==> src/common/ptm_pkg.sv <==
// Package for the power and thermal manager: states, trip encodings, timing counts.
// Assumes a single 250 MHz core clock; all times are converted to cycles here.
package ptm_pkg;

    localparam int unsigned CLK_PERIOD_PS      = 4000;
    localparam int unsigned TEMP_W             = 8;
    // High trip sits this many degrees below the catastrophic point
    localparam logic [7:0]  HIGH_TRIP_OFFSET   = 8'h0E;
    localparam logic [7:0]  CAT_TRIP_RESET     = 8'h7F;
    // I/O idle time before sense amps are disabled, in ns, and its cycle count
    localparam int unsigned IO_IDLE_NS         = 40;
    localparam int unsigned IO_IDLE_CYCLES     = (IO_IDLE_NS * 1000) / CLK_PERIOD_PS;
    localparam logic [3:0]  IO_IDLE_COUNT      = 4'(IO_IDLE_CYCLES);

    typedef enum logic [1:0] {
        PTM_C0,
        PTM_SLEEP,
        PTM_WAKE
    } ptm_cstate_t;

endpackage : ptm_pkg

==> src/ptm_sync.sv <==
// Two-flop synchroniser for one asynchronous level.
// Assumes the input may change at any time relative to clock.
`timescale 1ns/1ps
module ptm_sync
    import ptm_pkg::*;
(
    input  wire logic clock,   // Core clock
    input  wire logic rst_b,   // Async reset, active low
    input  wire logic rst_val, // Unused; reset level is fixed at one (tied constant by parent)
    input  wire logic d_in,    // Asynchronous level
    output logic      q_out    // Synchronised level
);
    typedef struct packed {
        logic s1;
        logic s2;
    } ptm_sync_st_t;

    ptm_sync_st_t st_reg;
    ptm_sync_st_t st_next;

    always_comb
    begin
        st_next    = st_reg;
        st_next.s1 = d_in;
        st_next.s2 = st_reg.s1;
    end

    // Reset value is one: the pin it guards idles high
    always_ff @(posedge clock or negedge rst_b)
    begin
        if (!rst_b)
            st_reg <= '{s1: 1'b1, s2: 1'b1};
        else
            st_reg <= st_next;
    end

    assign q_out = st_reg.s2;

    logic unused_rst_val;
    assign unused_rst_val = rst_val;

endmodule : ptm_sync

==> src/ptm_power_thermal.sv <==
// Processor sleep control and thermal protection of the memory hub.
// Assumes the sensor reading arrives already on the core clock and that
// deep_sleep_in and ext_overtemp_n are asynchronous pins.
`timescale 1ns/1ps
module ptm_power_thermal
    import ptm_pkg::*;
(
    input  wire logic              clock,          // 250 MHz core clock
    input  wire logic              rst_b,          // Async reset, active low
    input  wire logic              lvl3_read,      // Pulse: software read of level-3 register
    input  wire logic              wake_event,     // Pulse: break event back to full-on
    input  wire logic              deep_sleep_in,  // Deep-sleep pin, active high
    input  wire logic              pll_off_en,     // PLL shut-off allowed in deep sleep
    input  wire logic              cat_wr,         // Pulse: write catastrophic trip
    input  wire logic [TEMP_W-1:0] cat_wr_data,    // Catastrophic trip value
    input  wire logic              cat_lock_set,   // Pulse: lock catastrophic trip
    input  wire logic [TEMP_W-1:0] temp_now,       // On-die sensor reading
    input  wire logic              high_irq_en,    // Interrupt on high-trip crossing
    input  wire logic              hw_throt_en,    // Throttle above high trip
    input  wire logic              ext_irq_en,     // Over-temp pin raises interrupt
    input  wire logic              ext_throt_en,   // Over-temp pin throttles reads
    input  wire logic              ext_overtemp_n, // Over-temp pin, active low, asynchronous
    input  wire logic              io_busy,        // Memory I/O has traffic
    input  wire logic              irq_ack,        // Pulse: clear latched interrupt
    output logic                   in_sleep,       // Processor in sleep state
    output logic                   self_refresh,   // Memory in self-refresh
    output logic                   host_pll_off,   // Host clock PLL shut off
    output logic [TEMP_W-1:0]      cat_trip,       // Catastrophic trip value
    output logic                   cat_locked,     // Catastrophic trip locked
    output logic                   cat_shutdown,   // At or above catastrophic point
    output logic                   thermal_irq,    // Latched thermal interrupt
    output logic                   hw_throttle,    // Core throttle
    output logic                   read_throttle,  // Read throttle for all modules
    output logic                   sense_amp_en,   // Input sense amps enabled
    output logic                   out_buf_oe      // Output buffers driving
);

    ////////////////////////////////////////////////////////////////////////////
    typedef struct packed {
        ptm_cstate_t       cstate;
        logic              slp;
        logic              srf;
        logic              pll_off;
        logic [TEMP_W-1:0] cat;
        logic              locked;
        logic              cat_hot;
        logic              above_high;
        logic              irq;
        logic              hw_thr;
        logic              rd_thr;
        logic [3:0]        idle_cnt;
        logic              io_on;
    } ptm_st_t;

    ptm_st_t st_reg;
    ptm_st_t st_next;
    logic    ext_hot_n;
    logic    dslp_s;

    function automatic logic [TEMP_W-1:0] high_point(input logic [TEMP_W-1:0] cat_v);
        high_point = (cat_v > HIGH_TRIP_OFFSET) ? cat_v - HIGH_TRIP_OFFSET : '0;
    endfunction : high_point

    ////////////////////////////////////////////////////////////////////////////
    ptm_sync u_sync_ext (
        .clock   (clock),
        .rst_b   (rst_b),
        .rst_val (1'b1),
        .d_in    (ext_overtemp_n),
        .q_out   (ext_hot_n)
    );

    ptm_sync u_sync_dslp (
        .clock   (clock),
        .rst_b   (rst_b),
        .rst_val (1'b1),
        .d_in    (~deep_sleep_in),
        .q_out   (dslp_s)
    );

    ////////////////////////////////////////////////////////////////////////////
    always_comb
    begin
        logic ext_hot;
        logic now_high;
        ext_hot  = 1'b0;
        now_high = 1'b0;
        st_next  = st_reg;

        // Deeper sleep uses the same state; the pin only steers the PLL
        case (st_reg.cstate)
            PTM_C0:
            begin
                if (lvl3_read)
                    st_next.cstate = PTM_SLEEP;
            end
            PTM_SLEEP:
            begin
                if (wake_event)
                    st_next.cstate = PTM_WAKE;
            end
            PTM_WAKE:
            begin
                // One cycle for the PLL to restart before leaving self-refresh
                st_next.cstate = PTM_C0;
            end
            default:
            begin
                st_next.cstate = PTM_C0;
            end
        endcase

        // Decoded here so that the state outputs come straight from flops
        st_next.slp     = (st_next.cstate == PTM_SLEEP);
        st_next.srf     = (st_next.cstate != PTM_C0);
        st_next.pll_off = (st_next.cstate == PTM_SLEEP) && pll_off_en && !dslp_s;

        if (cat_wr && !st_reg.locked)
            st_next.cat = cat_wr_data;
        if (cat_lock_set)
            st_next.locked = 1'b1;
        st_next.cat_hot = temp_now >= st_reg.cat;

        now_high           = temp_now >= high_point(st_reg.cat);
        st_next.above_high = now_high;
        ext_hot            = !ext_hot_n;

        // A new event wins over a clear in the same cycle
        if (irq_ack)
            st_next.irq = 1'b0;
        if ((high_irq_en && (now_high != st_reg.above_high))
            || (ext_irq_en && ext_hot))
            st_next.irq = 1'b1;

        st_next.hw_thr = hw_throt_en && now_high;
        st_next.rd_thr = ext_throt_en && ext_hot;

        // Idle I/O powers down after a short quiet period
        if (io_busy && st_next.cstate == PTM_C0)
        begin
            st_next.idle_cnt = IO_IDLE_COUNT;
            st_next.io_on    = 1'b1;
        end
        else if (st_reg.idle_cnt != 4'h0)
            st_next.idle_cnt = st_reg.idle_cnt - 4'h1;
        else
            st_next.io_on = 1'b0;
    end

    always_ff @(posedge clock or negedge rst_b)
    begin
        if (!rst_b)
            st_reg <= '{cstate: PTM_C0, slp: 1'b0, srf: 1'b0, pll_off: 1'b0, cat: CAT_TRIP_RESET,
                        locked: 1'b0, cat_hot: 1'b0, above_high: 1'b0, irq: 1'b0, hw_thr: 1'b0,
                        rd_thr: 1'b0, idle_cnt: 4'h0, io_on: 1'b0};
        else
            st_reg <= st_next;
    end

    ////////////////////////////////////////////////////////////////////////////
    assign in_sleep      = st_reg.slp;
    assign self_refresh  = st_reg.srf;
    assign host_pll_off  = st_reg.pll_off;
    assign cat_trip      = st_reg.cat;
    assign cat_locked    = st_reg.locked;
    assign cat_shutdown  = st_reg.cat_hot;
    assign thermal_irq   = st_reg.irq;
    assign hw_throttle   = st_reg.hw_thr;
    assign read_throttle = st_reg.rd_thr;
    assign sense_amp_en  = st_reg.io_on;
    assign out_buf_oe    = st_reg.io_on;

    ////////////////////////////////////////////////////////////////////////////
    chk_sleep_entry: assert property (@(posedge clock) disable iff (!rst_b)
        (st_reg.cstate == PTM_C0 && lvl3_read) |=> in_sleep)
        else $error("level-3 read did not enter sleep");

    chk_refresh_sleep: assert property (@(posedge clock) disable iff (!rst_b)
        in_sleep |-> self_refresh)
        else $error("sleep without self-refresh");

    chk_pll_off: assert property (@(posedge clock) disable iff (!rst_b)
        host_pll_off |-> in_sleep && $past(pll_off_en))
        else $error("PLL off outside enabled sleep");

    chk_cat_lock: assert property (@(posedge clock) disable iff (!rst_b)
        $past(cat_locked) |-> $stable(cat_trip))
        else $error("locked trip changed");

    chk_high_cross: assert property (@(posedge clock) disable iff (!rst_b)
        (high_irq_en && st_reg.above_high != (temp_now >= high_point(cat_trip)))
        |=> thermal_irq)
        else $error("high trip crossing lost");

    chk_hw_throt: assert property (@(posedge clock) disable iff (!rst_b)
        hw_throttle |-> $past(hw_throt_en))
        else $error("throttle without enable");

    chk_ext_throt: assert property (@(posedge clock) disable iff (!rst_b)
        (ext_throt_en && !ext_hot_n) |=> read_throttle)
        else $error("over-temp did not throttle reads");

    chk_ext_sync: assert property (@(posedge clock) disable iff (!rst_b)
        $fell(ext_hot_n) |-> $past(!ext_overtemp_n, 2))
        else $error("over-temp bypassed synchroniser");

    chk_io_idle: assert property (@(posedge clock) disable iff (!rst_b)
        in_sleep [*8] ##1 in_sleep [*3] |-> !out_buf_oe)
        else $error("buffers on during long sleep");

endmodule : ptm_power_thermal

==> config.mk <==
export PLATFORM = sky130hd
export DESIGN_NAME = ptm_power_thermal
export DESIGN_NICKNAME = d
export VERILOG_FILES = /design/src/common/ptm_pkg.sv /design/src/ptm_sync.sv /design/src/ptm_power_thermal.sv
export SDC_FILE = /design/constraint.sdc
export NUM_CORES = 1
export LEC_CHECK = 0
export ABC_CLOCK_PERIOD_IN_PS = 2600
export BUFFER_PORTS_ARGS = -buffer_cell sky130_fd_sc_hd__buf_2
export CORE_ASPECT_RATIO = 1.25
export CORE_MARGIN = 4
export CORE_UTILIZATION = 51
export CTS_CLUSTER_DIAMETER = 50
export DETAILED_ROUTE_END_ITERATION = 16
export PLACE_DENSITY = 0.79
export SYNTH_ARGS = -nofsm -noshare
export SYNTH_HDL_FRONTEND = slang
export SYNTH_SLANG_ARGS = --single-unit
==> constraint.sdc <==
create_clock -name clock -period 2.6 [get_ports clock]
set_input_delay 0.52 -clock clock [delete_from_list [all_inputs] [get_ports clock]]
set_output_delay 0.52 -clock clock [all_outputs]
set_load 0.02 [all_outputs]
---- Yosys cells after proc, flatten, opt, wreduce, memory -nomap -nowiden ----
Cells that the tools add are included.
storage, ports and cells
  logic and storage cells ................. 54
  input port bits ......................... 31
  bits in registers ....................... 28
  output and inout bits ................... 18
cells by class
  reduce and logical (&&, ||, !) cells .... 18
  $add $sub $neg .......................... 2
  bitwise logic cells ..................... 1
  magnitude comparators ................... 3
  multiplexer cells ....................... 9
  equal/unequal tests ..................... 4
operator list
  kind                 count
  $ge 8x8->1           2
  $gt 8x4->1 const B   1
  $logic_and 1x1->1    8
  $mux 8               1
  $sub 8x4->8 const B  1
  $reduce_bool 2->1    3
  $mux 5               1
  $eq 2x1->1 const B   2
  $logic_not 2->1      2
  $mux 2               2
  $mux 4               1
  $pmux 2 s2           1
  $reduce_bool 4->1    1
  $sub 4x1->4 const B  1
  $logic_not 1->1      3
  $mux 1               3
  $ne 2x2->1 const B   1
  $logic_or 1x1->1     1
  $ne 1x1->1           1
  $not 1->1            1

---- Logic depth before layout (Yosys ltp) ----
Gate-level depths: netlist (run 1).
  word-level depth ........................ 7
  depth in mapped cells ................... 9
  mapped depth without buffers ............ 9

---- Cells and area by module ----
From an unflattened synthesis (run 1), not the netlist that was laid out.
unflattened totals
  cells, all modules ...................... 162
  area, all modules ....................... 1,611.5 um^2
modules (own cells, without submodules)
  module             cells an instance  seq. area each (um^2)  area an instance (um^2)  times used
  ptm_power_thermal  158                609.3                  1,506.4                  1
  ptm_sync           2                  52.6                   52.6                     2

---- Worst setup path after synthesis (run 1) ----
Ideal clock, no wire load.
  path type ............................... flip-flop to flip-flop
  from .................................... register st_reg, in the netlist cat_trip[3]
  to ...................................... register st_reg, in the netlist hw_throttle
  data required time ...................... 2,481 ps
  library setup time ...................... 119 ps
  setup slack ............................. 354 ps
  arrival time ............................ 2,127 ps
  cell stages (with the launch flop) ...... 10
  path buffers ............................ 0
  period minus slack after synthesis ...... 2,246 ps
  cell sequence ........................... dfstp_2 inv_1 nor3_2 a211o_4 nand2_1 ha_1 a211oi_1 o21ai_1 a211o_1 and2_1
RTL lines
  item                    RTL line                  source
  from (decl)             ptm_power_thermal.sv:55   ptm_st_t st_reg;
  from (signal assigned)  ptm_power_thermal.sv:153  st_reg <= '{cstate: PTM_C0, slp: 1'b0, srf: 1'b0, pll_off: 1'b0, cat: CAT_TRIP_RESET,
  from (signal assigned)  ptm_power_thermal.sv:157  st_reg <= st_next;

==> summary.txt, run 1 <==
Worst Tran Pin Value = 0.693 ns
most numerous cell in the Yosys netlist = nand2_1
VDD IR-drop max = 453 uV
Port-buffer cells = 48
Syn Nets = 211
IO Count = 49
Top Family by Delay on Critical Path = compound AO/OA/AOI/OAI gates
CTS Hold Bufs = 0
layout cells sized above 1 = 35.1%
Starting Density = 54.1%
Largest register FFs = 8
max_cap viols = 0
Sink Count = 28
CTS Buf Count = 3
area growth from synthesis to layout = 17.9%
routed wire length = 3.18 mm
worst hold slack = 0.157 ns
final setup violation count = 0
Slew Limit Fails = 0
Tmin final = 2.38 ns
largest fanout on the critical path = 7
Worst R2R Start = cat_trip[5]
GR Util All Layers = 16.7%
min-delay worst type = in2async
status = completed
worst reg-to-reg path cell count = 8
Max stage delay cell, worst path = dfstp_2
period utilization = 91.6%
Synth Cell Area = 1610 um^2
worst r2r dst = hw_throttle
setup ws final = 0.219 ns
Die W = 58.2 um
Post-synth top flop = dfrtp_1
Worst Path Class, Setup = reg2reg
Multi-input gate area = 768 um^2
uppermost layer routed = met4
drt pass-1 iters = 4
Die Footprint = 4120 um^2
n_diodes = 0
1st-iter DRT viols = 23
Post-synth top cells = 23 x nand2_1, 19 x ha_1, 17 x dfrtp_1
FF-to-FF setup slack = 0.22 ns
detailed-route wire length per cell = 13.2 um
Fill cells = 248
Residual DRC = 0
Post-Synthesis Cells = 161
FF+latch count, synth = 28
clock slew at reported path FFs = 0.15 ns
Core Region = 2970 um^2
Buf/Inv on CP = 0
largest net degree at the start of global routing = 29
dominant cell type by area after synthesis = dfrtp_1
antenna violations before repair = 0
GRT overflow = 0
crit-path cells = or3_4 -> a211o_4 -> nand2_1 -> ha_1 -> a211oi_1 -> o21ai_1 -> a211o_1 -> and2_1
element type at the critical path end = flop
WL met2 = 1.68 mm
Via density = 5.20
Yosys top cell area share = 26.5%
Rows = 22
first-pass GRT wire length = 5.44 mm
clk_lat worst skew = 0.33 ns
pre-CTS WS = 0.156 ns
RSZ-0062 raised after global routing = no
clk buf depth = 2
setup_tns = 0 ns
dpl hpwl = 2.66 mm
sequential-to-total area share from yosys stat = 44.4%
Synth Warn # = 0
Fmax = 0.420 GHz
synth top area cells = dfrtp_1 26%, dfstp_2 18%, ha_1 15%
max incr delay on CP = 0.41 ns
Leakage = 0.965 nW
synthesized area per cell = 9.99 um^2
Max-slew headroom = 52.6%
Worst Path Required = 2.84 ns
final hold violations = 0
Final Net Count = 256
Die Ht = 70.8 um
post-synth cell types = 37
FF/Latch Area = 714 um^2
DRT met1 WL = 1.24 mm
critical path data arrival time = 2.62 ns
root buffer cell = clkbuf_4
ys async rst share = 100%
GP Congestion = 0.881
Pwr Density = 769 nW/um^2
Detail Route Antenna Nets = 0
Post-synth EDFFs = 0
H-tree lvl count = 1
CTS tree = yes
skew final = 0.00483 ns
Worst Setup Start Kind = flop
met3 routed WL = 212 um
vias = 1254
vias in the first global route = 1282
## cell families (layout without fill, tap and decap cells)
family,count (synthesis),count (layout),share of synthesized area (%)
AND/OR/NAND/NOR,48,48,15.0
AO/OA/AOI/OAI,32,32,12.9
flip-flops,28,28,44.4
buffers and inverters,26,70,8.17
adder cells (fa/ha/maj),19,19,14.8
XOR/XNOR,5,5,2.72
multiplexers,3,3,1.95
## cell usage in the layout, fill, tap and decap left out, types with 4 or more instances in the layout
| master | count |
|---|---|
| buf_2 | 48 |
| nand2_1 | 23 |
| ha_1 | 19 |
| dfrtp_1 | 17 |
| inv_1 | 16 |
| dfstp_2 | 11 |
| o21ai_0 | 10 |
| a21oi_1 | 8 |
| nor2_1 | 6 |
| xnor2_1 | 4 |
| nor2b_1 | 4 |
## timing repair
item / CTS / global route
resized for setup: 0 / 1
setup buffers: 0 / 1
setup endpoints to repair: 0 / 1
## power by group
group	switching [mW]	internal, mW	total, mW
Combinational	0.323	0.231	0.555
Sequential	0.0696	0.548	0.618
Clock	0.129	0.156	0.285
Total	0.522	0.936	1.46
## per-stage QoR
step	utilization [%]	cell area (um^2)	power, mW	cells
final	63.8	1900	1.46	241
after global routing	63.8	1900	1.57	241
after CTS	63.3	1880	1.46	240
after detailed placement	61.5	1830	1.18	236
after global placement	61.5	1830	1.14	236
after floorplan	-	1610	1.03	161
## layer usage
metal | GRT usage, % | vias to the layer above
li1 | - | 631
met1 | 19.5 | 582
met2 | 29.6 | 35
met3 | 3.65 | 6
met4 | 5.67 | 0
met5 | 0 | -
## how the worst max path moves through the flow
| stage | startpoint | to | cells after the start |
|---|---|---|---|
| 6_report | cat_trip[5] | hw_throttle | 8 |
| 5_1_grt | cat_trip[3] | hw_throttle | 9 |
| 4_1_cts | cat_trip[3] | hw_throttle | 9 |
| 3_5_place_dp | cat_trip[3] | hw_throttle | 9 |
| 3_3_place_gp | cat_trip[3] | hw_throttle | 9 |
| 2_1_floorplan | cat_trip[3] | hw_throttle | 9 |
## layout make-up
cell class / count / area share, %
Tap cell: 36 / 2.38
Multi-Input combinational cell: 107 / 40.5
Inverter: 16 / 3.17
Timing Repair Buffer: 50 / 13.5
Sequential cell: 28 / 37.7
Clock inverter: 1 / 1.58
Clock buffer: 3 / 1.19
Note: power is estimated with default switching activity, not from simulation.
==> inputs of run 2 (changes only) <==
--- a/config.mk
+++ b/config.mk
@@ -9,10 +9,9 @@
 export BUFFER_PORTS_ARGS = -buffer_cell sky130_fd_sc_hd__buf_2
 export CORE_ASPECT_RATIO = 1.25
 export CORE_MARGIN = 4
-export CORE_UTILIZATION = 51
+export CORE_UTILIZATION = 28
 export CTS_CLUSTER_DIAMETER = 50
 export DETAILED_ROUTE_END_ITERATION = 16
-export PLACE_DENSITY = 0.79
 export SYNTH_ARGS = -nofsm -noshare
 export SYNTH_HDL_FRONTEND = slang
 export SYNTH_SLANG_ARGS = --single-unit
==> constraint.sdc (replaced) <==
create_clock -name clock -period 2.6 [get_ports clock]
set_input_delay 0.26 -clock clock [delete_from_list [all_inputs] [get_ports clock]]
set_output_delay 0.26 -clock clock [all_outputs]
set_load 0.02 [all_outputs]
==> summary.txt, run 2 (synthesized netlist as in run 1, its figures left out) <==
status = complete, but fails checks (was completed)
failing checks = hold timing
Top Family by Delay on Critical Path = compound AO/OA/AOI/OAI gates (unchanged)
vias in the first global route = 1199 (was 1282)
Slew Limit Fails = 0 (unchanged)
n_diodes = 0 (unchanged)
element type at the critical path end = flop (unchanged)
CTS Buf Count = 3 (unchanged)
drt pass-1 iters = 4 (unchanged)
setup_tns = 0 ns (unchanged)
Rows = 30 (was 22)
Worst Tran Pin Value = 0.708 ns (was 0.693 ns)
CTS Hold Bufs = 0 (unchanged)
Tmin final = 2.45 ns (was 2.38 ns)
area growth from synthesis to layout = 19.4% (was 17.9%)
dpl hpwl = 2.69 mm (was 2.66 mm)
# resized after CTS = 0 (unchanged)
Sink Count = 28 (unchanged)
worst reg-to-reg path cell count = 9 (was 8)
antenna violations before repair = 0 (unchanged)
max_cap viols = 0 (unchanged)
critical path data arrival time = 2.62 ns (about the same)
Leakage = 0.958 nW (was 0.965 nW)
Pwr Density = 746 nW/um^2 (was 769 nW/um^2)
detailed-route wire length per cell = 12.6 um (was 13.2 um)
WL met2 = 1.66 mm (was 1.68 mm)
CTS tree = yes (unchanged)
clk_lat worst skew = 0.27 ns (was 0.33 ns)
commonest cells after routing, fill and taps aside = 48 x buf_2, 23 x nand2_1, 19 x ha_1, 17 x dfrtp_1, 16 x inv_1 (unchanged)
max incr delay on CP = 0.58 ns (was 0.41 ns)
Residual DRC = 0 (unchanged)
RSZ-0062 raised after global routing = no (unchanged)
clk buf depth = 2 (unchanged)
worst hold slack = -0.0104 ns (was 0.157 ns)
Buf/Inv on CP = 1 (was 0)
Max stage delay cell, worst path = dfstp_2 (unchanged)
vias = 1231 (was 1254)
CP Depth = 9 (was 8)
Worst Setup Start Kind = flop (unchanged)
VDD IR-drop max = 206 uV (was 453 uV)
period utilization = 94.2% (was 91.6%)
final setup violation count = 0 (unchanged)
Final Net Count = 255 (was 256)
layout cells sized above 1 = 34.8% (was 35.1%)
final hold violations = 11 (was 0)
Max-slew headroom = 51.6% (was 52.6%)
Fmax = 0.409 GHz (was 0.420 GHz)
Fill cells = 568 (was 248)
FF/Latch Area = 714 um^2 (unchanged)
commonest non-fill, non-tap cell in the layout = buf_2 (unchanged)
GP Congestion = 0.754 (was 0.881)
Multi-input gate area = 762 um^2 (was 768 um^2)
uppermost layer routed = met4 (unchanged)
1st-iter DRT viols = 27 (was 23)
Core Region = 5520 um^2 (was 2970 um^2)
clock slew at reported path FFs = 0.10 ns (was 0.15 ns)
Die Ht = 92.7 um (was 70.8 um)
Die W = 75.8 um (was 58.2 um)
first-pass GRT wire length = 5.51 mm (was 5.44 mm)
Largest register FFs = 8 (unchanged)
H-tree lvl count = 1 (unchanged)
largest net degree at the start of global routing = 29 (unchanged)
Port-buffer cells = 48 (unchanged)
IO Count = 49 (unchanged)
met3 routed WL = 241 um (was 212 um)
min-delay worst type = in2async (unchanged)
Worst Path Class, Setup = reg2reg (unchanged)
setup bufs post-CTS = 0 (unchanged)
Worst Path Required = 2.78 ns (was 2.84 ns)
skew final = 0.00212 ns (was 0.00483 ns)
crit-path cells = inv_1 -> nor3_2 -> a211o_4 -> nand2_1 -> ha_1 -> a211oi_1 -> o21ai_1 -> a211o_1 -> and2_1 (was or3_4 -> a211o_4 -> nand2_1 -> ha_1 -> a211oi_1 -> o21ai_1 -> a211o_1 -> and2_1)
GRT overflow = 0 (unchanged)
Via density = 4.59 (was 5.20)
DRT met1 WL = 1.46 mm (was 1.24 mm)
root buffer cell = clkbuf_8 (was clkbuf_4)
Die Footprint = 7030 um^2 (was 4120 um^2)
routed wire length = 3.38 mm (was 3.18 mm)
Detail Route Antenna Nets = 0 (unchanged)
largest fanout on the critical path = 7 (unchanged)
Total Power = 1.43 mW (was 1.46 mW)
Starting Density = 29.1% (was 54.1%)
GR Util All Layers = 10.2% (was 16.7%)
-- run 2: worst paths after layout --
check | slack (ns) | to | startpoint
hold reg to reg | 0.36 | u_sync_dslp.q_out | u_sync_dslp.st_next[0]
setup / recovery | 0.15 | hw_throttle | cat_trip[3]
max in group asynchronous | 2.20 | st_reg[1] | rst_b
hold / removal | -0.01 | thermal_irq | rst_b
setup reg to reg | 0.15 | hw_throttle | cat_trip[3]
min in group clock | 0.07 | u_sync_ext.st_next[0] | ext_overtemp_n
-- run 2: area by class of cell --
cell class	count	area share (%)
Inverter	16	3.13
Sequential cell	28	37.2
Clock buffer	4	2.87
Timing Repair Buffer	49	12.9
Multi-Input combinational cell	107	39.7
Tap cell	64	4.17
-- run 2: per-stage QoR --
step                      std cells  cell area, um^2  worst slack [ns]  hold slack [ns]  util [%]
after floorplan                 161             1610             0.354          -0.0356         -
after global placement          264             1860             0.240            0.327      33.8
after detailed placement        264             1860             0.141            0.330      33.8
after CTS                       268             1920             0.132           0.0140      34.8
after global routing            268             1920            0.0106           0.0513      34.8
final                           268             1920             0.152          -0.0104      34.8
-- run 2: where the power goes --
group,internal [mW],switching [mW]
sequential,0.549,0.0663
clock,0.136,0.144
combinational,0.228,0.308
-- run 2: routing by layer --
layer	GRT usage, %	vias to the layer above
met1	13.0	574
met4	2.62	0
met3	2.93	2
met5	0	-
met2	16.7	29
li1	-	626
